File: config.mk
export PLATFORM = sky130hd
export DESIGN_NAME = uart_mode_core
export DESIGN_NICKNAME = d
export VERILOG_FILES = /design/src/rate_divider.v /design/src/uart_mode_core.v
export VERILOG_INCLUDE_DIRS = /design/src /design/src/shared
export SDC_FILE = /design/constraint.sdc
export NUM_CORES = 1
export LEC_CHECK = 0
export ABC_AREA = 1
export ABC_CLOCK_PERIOD_IN_PS = 4150
export BUFFER_PORTS_ARGS = -buffer_cell sky130_fd_sc_hd__buf_2
export CAP_MARGIN = 20
export CELL_PAD_IN_SITES_DETAIL_PLACEMENT = 1
export CELL_PAD_IN_SITES_GLOBAL_PLACEMENT = 2
export CORE_MARGIN = 5
export CORE_UTILIZATION = 38
export DETAILED_ROUTE_END_ITERATION = 8
export GPL_ROUTABILITY_DRIVEN = 0
export PLACE_DENSITY = 0.94
export SYNTH_ARGS = -nofsm -noshare
export SYNTH_HDL_FRONTEND = slang
export SYNTH_SLANG_ARGS = --single-unit
File: constraint.sdc
create_clock -name hclk -period 4.15 [get_ports hclk]
set_input_delay 0.2075 -clock hclk [delete_from_list [all_inputs] [get_ports hclk]]
set_output_delay 0.2075 -clock hclk [all_outputs]
set_load 0.01 [all_outputs]
File: src/shared/uart_mode_defs.vh
// Register map, field positions, codes and reset values of the serial port.
`ifndef UART_MODE_DEFS_VH
`define UART_MODE_DEFS_VH

// ----------------------------------------------------------------
// Register byte offsets
// ----------------------------------------------------------------
`define OFS_MODE        8'h00
`define OFS_TXDATA      8'h04
`define OFS_RXDATA      8'h08
`define OFS_STATUS      8'h0C
`define OFS_DIVISOR     8'h10

// ----------------------------------------------------------------
// Mode register fields
// ----------------------------------------------------------------
`define MB_STOP         0
`define MB_FMT_LO       1
`define MB_FMT_HI       2
`define MB_HISPEED      3
`define MB_RECEIVE_POLARITY_INVERT        4
`define MB_AUTO_RATE_MEASURE        5
`define MB_LOOP         6
`define MB_WAKE         7
`define MB_PIN_LO       8
`define MB_PIN_HI       9
`define MB_RTSMODE      11
`define MB_INFRARED_CODEC_ENABLE         12
`define MODE_WMASK      32'h00001BFF
`define MODE_RESET      32'h00000000

// ----------------------------------------------------------------
// Frame format and pin usage codes
// ----------------------------------------------------------------
`define FMT_8N          2'h0
`define FMT_8E          2'h1
`define FMT_8O          2'h2
`define FMT_9N          2'h3
`define PINS_TXRX       2'h0
`define PINS_RTS        2'h1
`define PINS_FLOW       2'h2
`define PINS_BCLK       2'h3

// ----------------------------------------------------------------
// Status register fields
// ----------------------------------------------------------------
`define SB_RXVALID      0
`define SB_PERR         1
`define SB_FERR         2
`define SB_OERR         3
`define SB_TXBUSY       4
`define SB_WAKE         5

// ----------------------------------------------------------------
// Oversampling, infrared pulse and rate measurement constants
// ----------------------------------------------------------------
`define OS16_LAST       4'hF
`define OS4_LAST        4'h3
`define OS16_HALF       4'h7
`define OS4_HALF        4'h1
`define IR16_TICKS      4'h3
`define IR4_TICKS       4'h1
`define SYNC_LAST_FALL  3'h3
`define SYNC_SHIFT16    5'h07
`define SYNC_SHIFT4     5'h05
`define DIV_RESET       16'h001A

`endif

File: src/rate_divider.v
// Divider that turns the system clock into the oversampling tick.
`timescale 1ns/10ps
module rate_divider #(
  parameter WIDTH = 16
) (
  // Clock and reset
  input  wire             hclk,
  input  wire             hresetn,
  // Rate setting and tick
  input  wire [WIDTH-1:0] divisor,
  output reg              tick
);

  reg [WIDTH-1:0] count_reg;

  // ----------------------------------------------------------------
  // Counter
  // ----------------------------------------------------------------
  // The compare is >= so that a smaller divisor written mid-count
  // takes effect at once instead of waiting for a full wrap.
  always @(posedge hclk or negedge hresetn) begin
    if (!hresetn) begin
      count_reg <= {WIDTH{1'b0}};
      tick      <= 1'b0;
    end else if (count_reg >= divisor) begin
      count_reg <= {WIDTH{1'b0}};
      tick      <= 1'b1;
    end else begin
      count_reg <= count_reg + {{(WIDTH-1){1'b0}}, 1'b1};
      tick      <= 1'b0;
    end
  end

endmodule

File: src/uart_mode_core.v
// Asynchronous serial port with mode register, behind an AHB-Lite slave.
`timescale 1ns/10ps
`include "uart_mode_defs.vh"
module uart_mode_core #(
  parameter DIV_WIDTH = 16,
  parameter CNT_WIDTH = 24
) (
  // Clock and reset
  input  wire        hclk,
  input  wire        hresetn,
  // AHB-Lite slave
  input  wire        hsel,
  input  wire [7:0]  haddr,
  input  wire [1:0]  htrans,
  input  wire        hwrite,
  input  wire [2:0]  hsize,
  input  wire [31:0] hwdata,
  input  wire        hready,
  output wire        hreadyout,
  output reg  [31:0] hrdata,
  output wire        hresp,
  // Serial pins
  input  wire        serial_receive_pin,
  output reg         serial_transmit_pin,
  input  wire        clear_to_send_pin_n,
  output reg         request_to_send_pin_n,
  output reg         baud_clock_output_pin,
  // Pin claims towards the general port
  output wire        transmit_claim,
  output wire        clear_to_send_claim,
  output wire        request_to_send_claim,
  output wire        baud_clock_claim,
  // Power management
  input  wire        sleep_active,
  output reg         wake_request
);

  localparam T_IDLE  = 3'h0;
  localparam T_START = 3'h1;
  localparam T_DATA  = 3'h2;
  localparam T_PAR   = 3'h3;
  localparam T_STOP  = 3'h4;

  function [3:0] os_last;
    input hs;
    begin
      os_last = hs ? `OS4_LAST : `OS16_LAST;
    end
  endfunction

  function par_bit;
    input [1:0] fmt;
    input [7:0] d;
    begin
      par_bit = (fmt == `FMT_8O) ? ~(^d) : (^d);
    end
  endfunction

  reg  [31:0]          mode_reg;
  reg  [DIV_WIDTH-1:0] div_reg;
  reg                  wr_pend_reg;
  reg  [7:0]           wr_addr_reg;
  reg                  rd_wait_reg;
  reg  [7:0]           rd_addr_reg;
  reg  [2:0]           tx_state_reg;
  reg  [3:0]           tx_os_reg;
  reg  [3:0]           tx_idx_reg;
  reg  [8:0]           tx_shift_reg;
  reg  [8:0]           tx_buf_reg;
  reg                  tx_pend_reg;
  reg                  tx_bit_reg;
  reg  [2:0]           rx_state_reg;
  reg  [3:0]           rx_os_reg;
  reg  [3:0]           rx_idx_reg;
  reg  [8:0]           rx_shift_reg;
  reg  [8:0]           rx_data_reg;
  reg                  rx_valid_reg;
  reg                  perr_reg;
  reg                  ferr_reg;
  reg                  oerr_reg;
  reg                  wakef_reg;
  reg                  rx_prev_reg;
  reg  [3:0]           ir_hold_reg;
  reg  [3:0]           bclk_ph_reg;
  reg                  ab_run_reg;
  reg  [2:0]           ab_fall_reg;
  reg  [CNT_WIDTH-1:0] ab_cnt_reg;
  wire                 tick;

  wire [1:0] fmt     = mode_reg[`MB_FMT_HI:`MB_FMT_LO];
  wire [1:0] pins    = mode_reg[`MB_PIN_HI:`MB_PIN_LO];
  wire       hs      = mode_reg[`MB_HISPEED];
  wire       infrared_codec_enable    = mode_reg[`MB_INFRARED_CODEC_ENABLE];
  wire       loop_en = mode_reg[`MB_LOOP];
  wire       armed   = mode_reg[`MB_AUTO_RATE_MEASURE];
  wire [3:0] last    = os_last(hs);
  wire [3:0] half    = hs ? `OS4_HALF : `OS16_HALF;
  wire [3:0] nbits_m1 = (fmt == `FMT_9N) ? 4'h8 : 4'h7;
  wire       has_par = (fmt == `FMT_8E) || (fmt == `FMT_8O);
  wire       addr_ok = hsel & htrans[1] & hready;
  wire       wr_mode = wr_pend_reg && (wr_addr_reg == `OFS_MODE);
  wire       wr_tx   = wr_pend_reg && (wr_addr_reg == `OFS_TXDATA);
  wire       wr_stat = wr_pend_reg && (wr_addr_reg == `OFS_STATUS);
  wire       wr_div  = wr_pend_reg && (wr_addr_reg == `OFS_DIVISOR);
  wire       rd_rx   = rd_wait_reg && (rd_addr_reg == `OFS_RXDATA);
  wire       tx_busy = (tx_state_reg != T_IDLE) | tx_pend_reg;

  rate_divider #(
    .WIDTH   (DIV_WIDTH)
  ) u_rate (
    .hclk    (hclk),
    .hresetn (hresetn),
    .divisor (div_reg),
    .tick    (tick)
  );

  // ----------------------------------------------------------------
  // Bus slave
  // ----------------------------------------------------------------
  // Reads take one wait state so that a read following a write sees
  // the written value; writes complete with no wait.
  assign hreadyout = ~rd_wait_reg;
  assign hresp     = 1'b0;

  always @(posedge hclk or negedge hresetn) begin
    if (!hresetn) begin
      wr_pend_reg <= 1'b0;
      wr_addr_reg <= 8'h00;
      rd_wait_reg <= 1'b0;
      rd_addr_reg <= 8'h00;
      hrdata      <= 32'h00000000;
    end else begin
      wr_pend_reg <= addr_ok & hwrite;
      rd_wait_reg <= addr_ok & ~hwrite;
      if (addr_ok) begin
        wr_addr_reg <= haddr;
        rd_addr_reg <= haddr;
      end
      if (rd_wait_reg) begin
        case (rd_addr_reg)
          `OFS_MODE:    hrdata <= mode_reg;
          `OFS_RXDATA:  hrdata <= {23'h000000, rx_data_reg};
          `OFS_STATUS:  hrdata <= {26'h0000000, wakef_reg, tx_busy,
                                   oerr_reg, ferr_reg, perr_reg,
                                   rx_valid_reg};
          `OFS_DIVISOR: hrdata <= {{(32-DIV_WIDTH){1'b0}}, div_reg};
          default:      hrdata <= 32'h00000000;
        endcase
      end
    end
  end

  // ----------------------------------------------------------------
  // Transmit and receive line conditioning
  // ----------------------------------------------------------------
  wire tx_enc  = infrared_codec_enable ? (~tx_bit_reg &&
                 (tx_os_reg < (hs ? `IR4_TICKS : `IR16_TICKS)))
                      : tx_bit_reg;
  // Loopback takes the encoder output directly, so a mode change cannot
  // replay the previous line level into the receiver as a false start.
  wire rx_raw  = loop_en ? tx_enc
                         : serial_receive_pin ^ mode_reg[`MB_RECEIVE_POLARITY_INVERT];
  // In infrared mode a high pulse marks a zero bit; the hold counter
  // stretches it over one bit time.
  wire rx_line = infrared_codec_enable ? ~(rx_raw | (ir_hold_reg != 4'h0))
                      : rx_raw;
  wire rx_fall = rx_prev_reg & ~rx_line;

  always @(posedge hclk or negedge hresetn) begin
    if (!hresetn) begin
      serial_transmit_pin     <= 1'b1;
      rx_prev_reg             <= 1'b1;
      ir_hold_reg             <= 4'h0;
    end else begin
      // The pin stays idle while the transmitter is looped back.
      serial_transmit_pin <= loop_en ? ~infrared_codec_enable : tx_enc;
      rx_prev_reg <= rx_line;
      if (tick) begin
        if (infrared_codec_enable && rx_raw)
          ir_hold_reg <= last;
        else if (ir_hold_reg != 4'h0)
          ir_hold_reg <= ir_hold_reg - 4'h1;
      end
    end
  end

  // ----------------------------------------------------------------
  // Mode and divisor registers, rate measurement
  // ----------------------------------------------------------------
  // The sync character gives five falling edges two bits apart, so
  // the divisor is the span over eight bits times the oversampling, less one.
  wire [CNT_WIDTH-1:0] cnt_one = {{(CNT_WIDTH-1){1'b0}}, 1'b1};
  wire [CNT_WIDTH-1:0] ab_div = (ab_cnt_reg >>
                 (hs ? `SYNC_SHIFT4 : `SYNC_SHIFT16)) - cnt_one;
  wire ab_done = armed && ab_run_reg && rx_fall &&
                 (ab_fall_reg == `SYNC_LAST_FALL);

  always @(posedge hclk or negedge hresetn) begin
    if (!hresetn) begin
      mode_reg    <= `MODE_RESET;
      div_reg     <= `DIV_RESET;
      ab_run_reg  <= 1'b0;
      ab_fall_reg <= 3'h0;
      ab_cnt_reg  <= {CNT_WIDTH{1'b0}};
    end else begin
      if (ab_done) begin
        div_reg              <= ab_div[DIV_WIDTH-1:0];
        mode_reg[`MB_AUTO_RATE_MEASURE]  <= 1'b0;
      end else if (wr_div)
        div_reg <= hwdata[DIV_WIDTH-1:0];
      if (wr_mode)
        mode_reg <= hwdata & `MODE_WMASK;
      if (!armed || ab_done) begin
        ab_run_reg <= 1'b0;
      end else if (rx_fall) begin
        ab_run_reg  <= 1'b1;
        ab_fall_reg <= ab_run_reg ? ab_fall_reg + 3'h1 : 3'h0;
        // The edge cycle is counted, so the total is the exact span.
        if (!ab_run_reg)
          ab_cnt_reg <= cnt_one;
        else
          ab_cnt_reg <= ab_cnt_reg + cnt_one;
      end else if (ab_run_reg)
        ab_cnt_reg <= ab_cnt_reg + cnt_one;
    end
  end

  // ----------------------------------------------------------------
  // Transmitter
  // ----------------------------------------------------------------
  wire cts_ok = (pins != `PINS_FLOW) | ~clear_to_send_pin_n;

  always @(posedge hclk or negedge hresetn) begin
    if (!hresetn) begin
      tx_state_reg <= T_IDLE;
      tx_os_reg    <= 4'h0;
      tx_idx_reg   <= 4'h0;
      tx_shift_reg <= 9'h000;
      tx_buf_reg   <= 9'h000;
      tx_pend_reg  <= 1'b0;
      tx_bit_reg   <= 1'b1;
    end else begin
      if (wr_tx && !tx_busy) begin
        tx_buf_reg  <= hwdata[8:0];
        tx_pend_reg <= 1'b1;
      end
      if (tick) begin
        if (tx_state_reg == T_IDLE) begin
          tx_os_reg <= 4'h0;
          if (tx_pend_reg && cts_ok) begin
            tx_pend_reg  <= 1'b0;
            tx_shift_reg <= tx_buf_reg;
            tx_bit_reg   <= 1'b0;
            tx_state_reg <= T_START;
          end
        end else if (tx_os_reg != last) begin
          tx_os_reg <= tx_os_reg + 4'h1;
        end else begin
          tx_os_reg <= 4'h0;
          case (tx_state_reg)
            T_START: begin
              tx_bit_reg   <= tx_shift_reg[0];
              tx_idx_reg   <= 4'h0;
              tx_state_reg <= T_DATA;
            end
            T_DATA: begin
              if (tx_idx_reg == nbits_m1) begin
                tx_idx_reg <= 4'h0;
                if (has_par) begin
                  tx_bit_reg   <= par_bit(fmt, tx_buf_reg[7:0]);
                  tx_state_reg <= T_PAR;
                end else begin
                  tx_bit_reg   <= 1'b1;
                  tx_state_reg <= T_STOP;
                end
              end else begin
                tx_idx_reg   <= tx_idx_reg + 4'h1;
                tx_bit_reg   <= tx_shift_reg[tx_idx_reg + 4'h1];
              end
            end
            T_PAR: begin
              tx_bit_reg   <= 1'b1;
              tx_idx_reg   <= 4'h0;
              tx_state_reg <= T_STOP;
            end
            T_STOP: begin
              if (tx_idx_reg == {3'h0, mode_reg[`MB_STOP]})
                tx_state_reg <= T_IDLE;
              else
                tx_idx_reg <= tx_idx_reg + 4'h1;
            end
            default: tx_state_reg <= T_IDLE;
          endcase
        end
      end
    end
  end

  // ----------------------------------------------------------------
  // Receiver
  // ----------------------------------------------------------------
  // The receiver is held idle while a rate measurement is armed, so the
  // sync character up to its fifth falling edge is not delivered as data;
  // its last data bit, still low, is then taken as a start bit.
  always @(posedge hclk or negedge hresetn) begin
    if (!hresetn) begin
      rx_state_reg <= T_IDLE;
      rx_os_reg    <= 4'h0;
      rx_idx_reg   <= 4'h0;
      rx_shift_reg <= 9'h000;
      rx_data_reg  <= 9'h000;
      rx_valid_reg <= 1'b0;
      perr_reg     <= 1'b0;
      ferr_reg     <= 1'b0;
      oerr_reg     <= 1'b0;
    end else begin
      if (rd_rx)
        rx_valid_reg <= 1'b0;
      if (wr_stat) begin
        if (hwdata[`SB_PERR]) perr_reg <= 1'b0;
        if (hwdata[`SB_FERR]) ferr_reg <= 1'b0;
        if (hwdata[`SB_OERR]) oerr_reg <= 1'b0;
      end
      if (armed) begin
        rx_state_reg <= T_IDLE;
      end else if (tick) begin
        rx_os_reg <= rx_os_reg + 4'h1;
        case (rx_state_reg)
          T_IDLE: begin
            rx_os_reg <= 4'h0;
            if (!rx_line)
              rx_state_reg <= T_START;
          end
          T_START: begin
            if (rx_os_reg == half) begin
              rx_os_reg    <= 4'h0;
              rx_idx_reg   <= 4'h0;
              rx_state_reg <= rx_line ? T_IDLE : T_DATA;
            end
          end
          T_DATA: begin
            if (rx_os_reg == last) begin
              rx_os_reg    <= 4'h0;
              rx_shift_reg <= {rx_line, rx_shift_reg[8:1]};
              rx_idx_reg   <= rx_idx_reg + 4'h1;
              if (rx_idx_reg == nbits_m1)
                rx_state_reg <= has_par ? T_PAR : T_STOP;
            end
          end
          T_PAR: begin
            if (rx_os_reg == last) begin
              rx_os_reg <= 4'h0;
              if (rx_line != par_bit(fmt, rx_shift_reg[8:1]))
                perr_reg <= 1'b1;
              rx_state_reg <= T_STOP;
            end
          end
          T_STOP: begin
            if (rx_os_reg == last) begin
              rx_state_reg <= T_IDLE;
              rx_data_reg  <= (fmt == `FMT_9N) ? rx_shift_reg
                              : {1'b0, rx_shift_reg[8:1]};
              rx_valid_reg <= 1'b1;
              if (!rx_line)
                ferr_reg <= 1'b1;
              if (rx_valid_reg && !rd_rx)
                oerr_reg <= 1'b1;
            end
          end
          default: rx_state_reg <= T_IDLE;
        endcase
      end
    end
  end

  // ----------------------------------------------------------------
  // Pin control, baud clock and wake-up
  // ----------------------------------------------------------------
  assign transmit_claim        = 1'b1;
  assign request_to_send_claim = (pins == `PINS_RTS) ||
                                 (pins == `PINS_FLOW);
  assign clear_to_send_claim   = (pins == `PINS_FLOW);
  assign baud_clock_claim      = (pins == `PINS_BCLK);

  always @(posedge hclk or negedge hresetn) begin
    if (!hresetn) begin
      request_to_send_pin_n <= 1'b1;
      baud_clock_output_pin <= 1'b0;
      bclk_ph_reg           <= 4'h0;
      wake_request          <= 1'b0;
      wakef_reg             <= 1'b0;
    end else begin
      // Simplex drives the line while sending; flow control asks for
      // data while the receive holding register is free.
      request_to_send_pin_n <= mode_reg[`MB_RTSMODE] ? ~tx_busy
                                                     : rx_valid_reg;
      if (tick)
        bclk_ph_reg <= (bclk_ph_reg >= last) ? 4'h0
                                             : bclk_ph_reg + 4'h1;
      baud_clock_output_pin <= (bclk_ph_reg <= half);
      wake_request <= sleep_active && mode_reg[`MB_WAKE] && rx_fall;
      if (sleep_active && mode_reg[`MB_WAKE] && rx_fall)
        wakef_reg <= 1'b1;
      else if (wr_stat && hwdata[`SB_WAKE])
        wakef_reg <= 1'b0;
    end
  end

endmodule

Word level (Yosys, flattened, before mapping)
Cells that the tools add are included.
W data, S select, Z words.
{ "totals": {"regBits": 193, "input_bits": 53, "out_inout_bits": 42, "word_cells": 265} }
{ "classes": {"n_addsub": 10, "order_cmp": 5, "eq_ne": 40, "n_shift": 1, "muxes": 97, "n_bitwise": 23, "n_reduce_logical": 53} }
{ "op_table": {"columns": ["operator", "count"], "rows": [
  ["$mux W24", 3],
  ["$pmux W16 S4", 1],
  ["$mux W4", 13],
  ["$mux W1", 49],
  ["$mux W16", 3],
  ["$mux W3", 16],
  ["$add A24 B1 Y24 const B", 1],
  ["$ne A3 B3 Y1 const B", 8],
  ["$pmux W4 S3", 2],
  ["$shr A24 B3 Y16", 1],
  ["$add A4 B1 Y4 const B", 5],
  ["$add A16 B1 Y16 const B", 1],
  ["$eq A8 B4 Y1 const B", 2],
  ["$ge A16 B16 Y1", 1],
  ["$logic_and A1 B1 Y1", 16],
  ["$reduce_bool A2 Y1", 8],
  ["$reduce_xor A8 Y1", 2],
  ["$sub A16 B1 Y16 const B", 1],
  ["$eq A3 B2 Y1 const B", 5],
  ["$pmux W3 S5", 1],
  ["$reduce_and A5 Y1", 3],
  ["$not A1 Y1", 14],
  ["$eq A4 B4 Y1", 3],
  ["$pmux W3 S4", 1],
  ["other kinds (38)", 69]
]} }

Longest topological paths before layout
{ "depth": {"depth_word": 15, "ltp_mapped": 14, "mapped_depth_nobuf": 13} }

By module
Synthesis repeated with hierarchy kept, for this count alone.
{ "hier_totals": {"hier_cells": 1500, "hier_area_um2": 10857.9} }
{ "modules_own_cells": {"columns": ["module", "n_inst", "cells_per_inst", "area_per_inst_um2", "seq_area_each_um2"], "rows": [
  ["uart_mode_core", 1, 1332, 9579.2, 3987.6],
  ["rate_divider", 1, 168, 1278.7, 425.4]
]} }

Worst setup path before layout
Ideal clock, no wire load.
{ "synth_path": {"path_type": "reg-to-reg", "startpoint": "register mode_reg[3]", "endpoint": "register div_reg[12]", "setup_time_ps": 120, "t_arrival_ps": 1812, "required_time_ps": 4030, "setup_slack_ps": 2217, "path_stages_with_launch": 13, "path_buffers": 2, "period_less_slack_ps": 1933, "path_cell_list": "dfrtp_1 > buf_4 > buf_2 > nand2_1 > o21ai_1 > inv_1 > ha_1 > nand2_1 > nor2_1 > nand2_1 > xnor2_1 > o21ai_1 > nand2_1"} }
{ "synth_between": {"elab_chain_len": 13, "word_cells_on_any_way": 17, "cone_classes": "add/sub: 1; order compare: 1; shift: 1; mux: 6; bitwise: 4; reduce/logical: 4"} }
{ "synth_lines": {"columns": ["element", "line_no", "text"], "rows": [
  ["from (decl)", "uart_mode_core.v:59", "reg [31:0] mode_reg;"],
  ["from (signal assigned)", "uart_mode_core.v:200", "mode_reg <= `MODE_RESET;"],
  ["from (signal assigned)", "uart_mode_core.v:212", "mode_reg <= hwdata & `MODE_WMASK;"],
  ["$mux W2 (no line)", null, null],
  ["$lt A4 B2 Y1", "uart_mode_core.v:157", "(tx_os_reg < (hs ? `IR4_TICKS : `IR16_TICKS)))"],
  ["$logic_and A1 B1 Y1", "uart_mode_core.v:156", "wire tx_enc = infrared_codec_enable ? (~tx_bit_reg &&"],
  ["$mux W1", "uart_mode_core.v:156", null],
  ["$mux W1", "uart_mode_core.v:161", "wire rx_raw = loop_en ? tx_enc"],
  ["$or A1 B1 Y1", "uart_mode_core.v:165", "wire rx_line = infrared_codec_enable ? ~(rx_raw | (ir_hold_reg != 4'h0))"],
  ["$not A1 Y1", "uart_mode_core.v:165", null],
  ["$mux W1", "uart_mode_core.v:165", null],
  ["$not A1 Y1", "uart_mode_core.v:167", "wire rx_fall = rx_prev_reg & ~rx_line;"],
  ["$and A1 B1 Y1", "uart_mode_core.v:167", null],
  ["$logic_and A1 B1 Y1 (2 in series)", "uart_mode_core.v:195", "wire ab_done = armed && ab_run_reg && rx_fall &&"],
  ["$mux W16 / $reduce_bool A2 Y1 (equally long branches)", null, null],
  ["to (signal assigned)", "uart_mode_core.v:201", "div_reg <= `DIV_RESET;"],
  ["to (signal assigned)", "uart_mode_core.v:207", "div_reg <= ab_div[DIV_WIDTH-1:0];"],
  ["to (signal assigned)", "uart_mode_core.v:210", "div_reg <= hwdata[DIV_WIDTH-1:0];"],
  ["to (decl)", "uart_mode_core.v:60", "reg [DIV_WIDTH-1:0] div_reg;"]
]} }
Parallel ways exist; a longest one is shown, timed or not.
A chain may end at the register's enable or synchronous reset.

Worst setup path in the final report
{ "layout_path": {"startpoint": "register tx_os_reg[1]", "endpoint": "register ab_cnt_reg[19]"} }
{ "layout_between": {"elab_chain_len": 14, "word_cells_on_any_way": 16, "cone_classes": "order compare: 1; mux: 4; bitwise: 5; reduce/logical: 6"} }
{ "layout_lines": {"columns": ["element", "line_no", "text"], "rows": [
  ["from (decl)", "uart_mode_core.v:66", "reg [3:0] tx_os_reg;"],
  ["from (signal assigned)", "uart_mode_core.v:257", "tx_os_reg <= tx_os_reg + 4'h1;"],
  ["$lt A4 B2 Y1 *", "uart_mode_core.v:157", null],
  ["$logic_and A1 B1 Y1 *", "uart_mode_core.v:156", null],
  ["$mux W1 *", "uart_mode_core.v:156", null],
  ["$mux W1 *", "uart_mode_core.v:161", null],
  ["$or A1 B1 Y1", "uart_mode_core.v:165", null],
  ["$not A1 Y1", "uart_mode_core.v:165", null],
  ["$mux W1 *", "uart_mode_core.v:165", null],
  ["$not A1 Y1 *", "uart_mode_core.v:167", null],
  ["$and A1 B1 Y1 *", "uart_mode_core.v:167", null],
  ["$logic_and A1 B1 Y1 (2 in series)", "uart_mode_core.v:195", null],
  ["$logic_or A1 B1 Y1", "uart_mode_core.v:213", "if (!armed || ab_done) begin"],
  ["$not A1 Y1 (no line)", null, null],
  ["$reduce_and A2 Y1 (no line)", null, null],
  ["to (signal assigned)", "uart_mode_core.v:204", "ab_cnt_reg <= {CNT_WIDTH{1'b0}};"],
  ["to (signal assigned)", "uart_mode_core.v:220", "ab_cnt_reg <= cnt_one;"],
  ["to (signal assigned)", "uart_mode_core.v:222", "ab_cnt_reg <= ab_cnt_reg + cnt_one;"],
  ["to (decl)", "uart_mode_core.v:87", "reg [CNT_WIDTH-1:0] ab_cnt_reg;"]
]} }
Mark *: on every way between the ends. The rest lies on a longest branch, timed or not.

==> flow_metrics.py <==
metrics = {
    "run_status": {
        "status": "finished, final reports clean",
    },
    "global_routing": {
        "grt_pass1_vias": 9414,
        "grt_pass1_wl_um": 48560,
        "gr-total-overflow": 0,
        "grt_usage_pct": 19.27,
        "antenna_found_initial": 0,
        "grt_max_degree": 111,
    },
    "sta": {
        "fin_crit_sh_pct": 69.59,
        "skew_ps": 19.79,
        "maxSlewViolCount": 0,
        "maxSlewHeadroom_pct": 48.91,
        "worst_slew_pin_slew_ps": 766.4,
        "rsz0062_at_grt": "no",
        "fin_setup_tns_ps": 0,
        "hold_viol": 0,
        "setup_viol": 0,
        "period_needed_ps": 2888,
        "max_freq_ghz": 0.3463,
    },
    "detailed_routing": {
        "vias": 9116,
        "drt-total-wl_um": 29510,
        "ant_nets": 0,
        "drc": 0,
        "wl_per_cell_um": 16.38,
        "dr.pass1.iters": 5,
        "via_per_inst": 5.059,
        "drt-initial-drc-count": 448,
    },
    "final_layout": {
        "diodes": 0,
        "nets": 1500,
        "fin_cells": 1802,
        "layout_common_cells": "nand2_1 (366), dfrtp_1 (169), inv_1 (160), o21ai_0 (130), nor2_1 (103)",
        "largest_register_ffs": 23,
        "syn2layout_area_growth_pct": 11.16,
        "layout_commonest_cell": "nand2_1",
        "drive_gt1_share_pct": 10.32,
        "post-route-cell-area_um2": 11700,
    },
    "critical_path": {
        "rr_startpoint": "tx_os_reg[1]$_DFFE_PN0P_",
        "worst-endpoint-required_ps": 4470,
        "worstSetupPathType": "reg2reg",
        "cp_max_fo": 28,
        "cp-startpoint": "tx_os_reg[1]$_DFFE_PN0P_",
        "worstPathArrival_ps": 3210,
        "cp-end-kind": "flip-flop",
        "cp-start-kind": "flip-flop",
    },
    "power": {
        "ir_drop_v": 0.0002654,
        "p_leak_nw": 5.901,
        "total_power_mw": 3.888,
        "p_per_area_nw_per_um2": 332.3,
    },
    "floorplanning": {
        "dieArea_um2": 31130,
        "initial_core_util_pct": 38.20,
        "die_x_um": 176.4,
        "die-height_um": 176.4,
        "io_pins": 95,
        "rows": 61,
        "coreArea_um2": 27550,
    },
    "synthesis": {
        "synth_cells": 1367,
        "synth_largest_area_cell": "dfrtp_1",
        "ys.flop_type": "dfrtp_1",
        "synth_cell_types": 46,
        "ys_ff_latch": 176,
        "syn_area_per_cell_um2": 7.699,
        "synth.cell_area_um2": 10530,
        "synthArstFlopShare_pct": 100.0,
        "synth.area.top_cells": "dfrtp_1 (40%), nand2_1 (13%), o21ai_0 (6.2%)",
        "synth_top_cell_area_share_pct": 40.18,
        "ys_seq_area_share_pct": 41.93,
        "yosys_warnings": 0,
        "synth_edf_count": 0,
    },
    "clock_tree": {
        "cts.path.max_buffers": 2,
        "clk_latency_ps": 440,
        "cts_repair_resize_count": 0,
        "clk_pin_slew_ps": 70,
        "cts_made_buffers": 17,
        "cts-htree-levels": 4,
        "root_buffer": "clkbuf_16",
        "cts_sinks": 176,
        "cts_tree": "done",
    },
    "worst_hold_path": {
        "min_path_type": "in2reg",
        "hold_start": "haddr[6]",
    },
    "placed_design": {
        "hpwl_um": 21720,
        "dp.cells": 1763,
        "portBuffers": 56,
        "dpl_cell_area_um2": 11040,
    },
    "flow_run": {
        "drv_cap": 0,
    },
}
[critical path, cell delays in order, from the launching register on]
cell	delay, ps
dfrtp_1	420
ha_1	280
a21oi_1	120
nand2_1	100
nand3_2	90
nand3_2	150
nand2_4	330
nand2_1	110
nand3_2	70
buf_4	280
nand2_1	520
nand2_1	220
nand2_1	60
[repair_timing]
item | 4_1_cts | 5_1_grt
hold endpoints to repair | 105 | 1
buffers inserted | 0 | 0
hold buffers | 5 | 1
[synthesized netlist by cell type (2+ instances only)]
cell type / count
clkbuf_1: 15
nand2_1: 366
inv_1: 160
nor3_2: 3
xnor2_1: 20
conb_1: 2
buf_4: 22
o211ai_1: 3
nor2_4: 3
a31oi_1: 25
inv_2: 5
nor2_1: 103
xor2_1: 47
o21ai_0: 130
nor2_2: 6
nand3_2: 5
nor3_1: 14
nand3b_1: 4
o31ai_1: 5
ha_1: 36
mux2_2: 15
dfstp_2: 7
nand4_1: 24
buf_6: 4
a21oi_1: 26
o22ai_1: 7
or2_2: 6
nand3_1: 77
dfrtp_1: 169
nor4_1: 4
mux2i_1: 8
buf_2: 16
o21ai_1: 17
[routing by layer]
layer  vias up  track usage [%]  share of wire (%)
met2       127            33.13                 48
met3        23            2.677                3.2
met1      4481            25.83                 47
li1       4485                -                  -
met4         0            4.674                1.3
met5         -                0                  0
[final cells by class]
class	instances	area (µm²)
Tap cell	378	473.0
Timing Repair Buffer	67	416.7
Inverter	165	619.3
Clock buffer	18	429.2
Sequential cell	176	4413
Fill cell	3411	15850
Multi-Input combinational cell	984	5202
Clock inverter	14	146.4
[logic make-up (layout without fill, tap and decap cells)]
group | count (synthesis) | after routing | share of synthesized area (%)
other | 2 | 18 | 0.07135
AO/OA/AOI/OAI | 219 | 219 | 11.15
flip-flops | 176 | 176 | 41.93
AND/OR/NAND/NOR | 621 | 621 | 25.42
multiplexers | 23 | 23 | 2.366
buffers and inverters | 223 | 264 | 9.213
XOR/XNOR | 67 | 67 | 5.575
adder cells (fa/ha/maj) | 36 | 36 | 4.280
[where the power goes]
| group | switching (mW) | total (mW) | internal (mW) |
|---|---|---|---|
| clock network | 0.782 | 1.58 | 0.800 |
| logic | 0.312 | 0.463 | 0.151 |
| registers | 0.0665 | 1.84 | 1.78 |
| total | 1.16 | 3.89 | 2.73 |
[metrics by stage]
stage / setup slack [ps] / utilization (%) / hold slack (ps)
after floorplan: 2217 / - / -88.09
after global placement: 1341 / 40.06 / 393.7
after detailed placement: 1233 / 40.06 / 390.4
after CTS: 1226 / 42.33 / 5.531
after global routing: 1007 / 42.46 / 4.805
final: 1262 / 42.46 / 12.88
[final timing paths]
kind	to	slack, ps	cells past startpoint
worst max-delay path	ab_cnt_reg[19]$_DFFE_PN0P_	1260	12
worst min-delay path	rd_addr_reg[6]$_DFFE_PN0P_	10	2
worst max register to register	ab_cnt_reg[19]$_DFFE_PN0P_	1260	12
worst min register to register	request_to_send_pin_n$_DFF_PN1_	470	1
max in group asynchronous	div_reg[4]$_DFFE_PN1P_	2830	4
min in group asynchronous	tx_idx_reg[3]$_DFFE_PN0P_	140	2
Power figures use the tool's default switching activity.
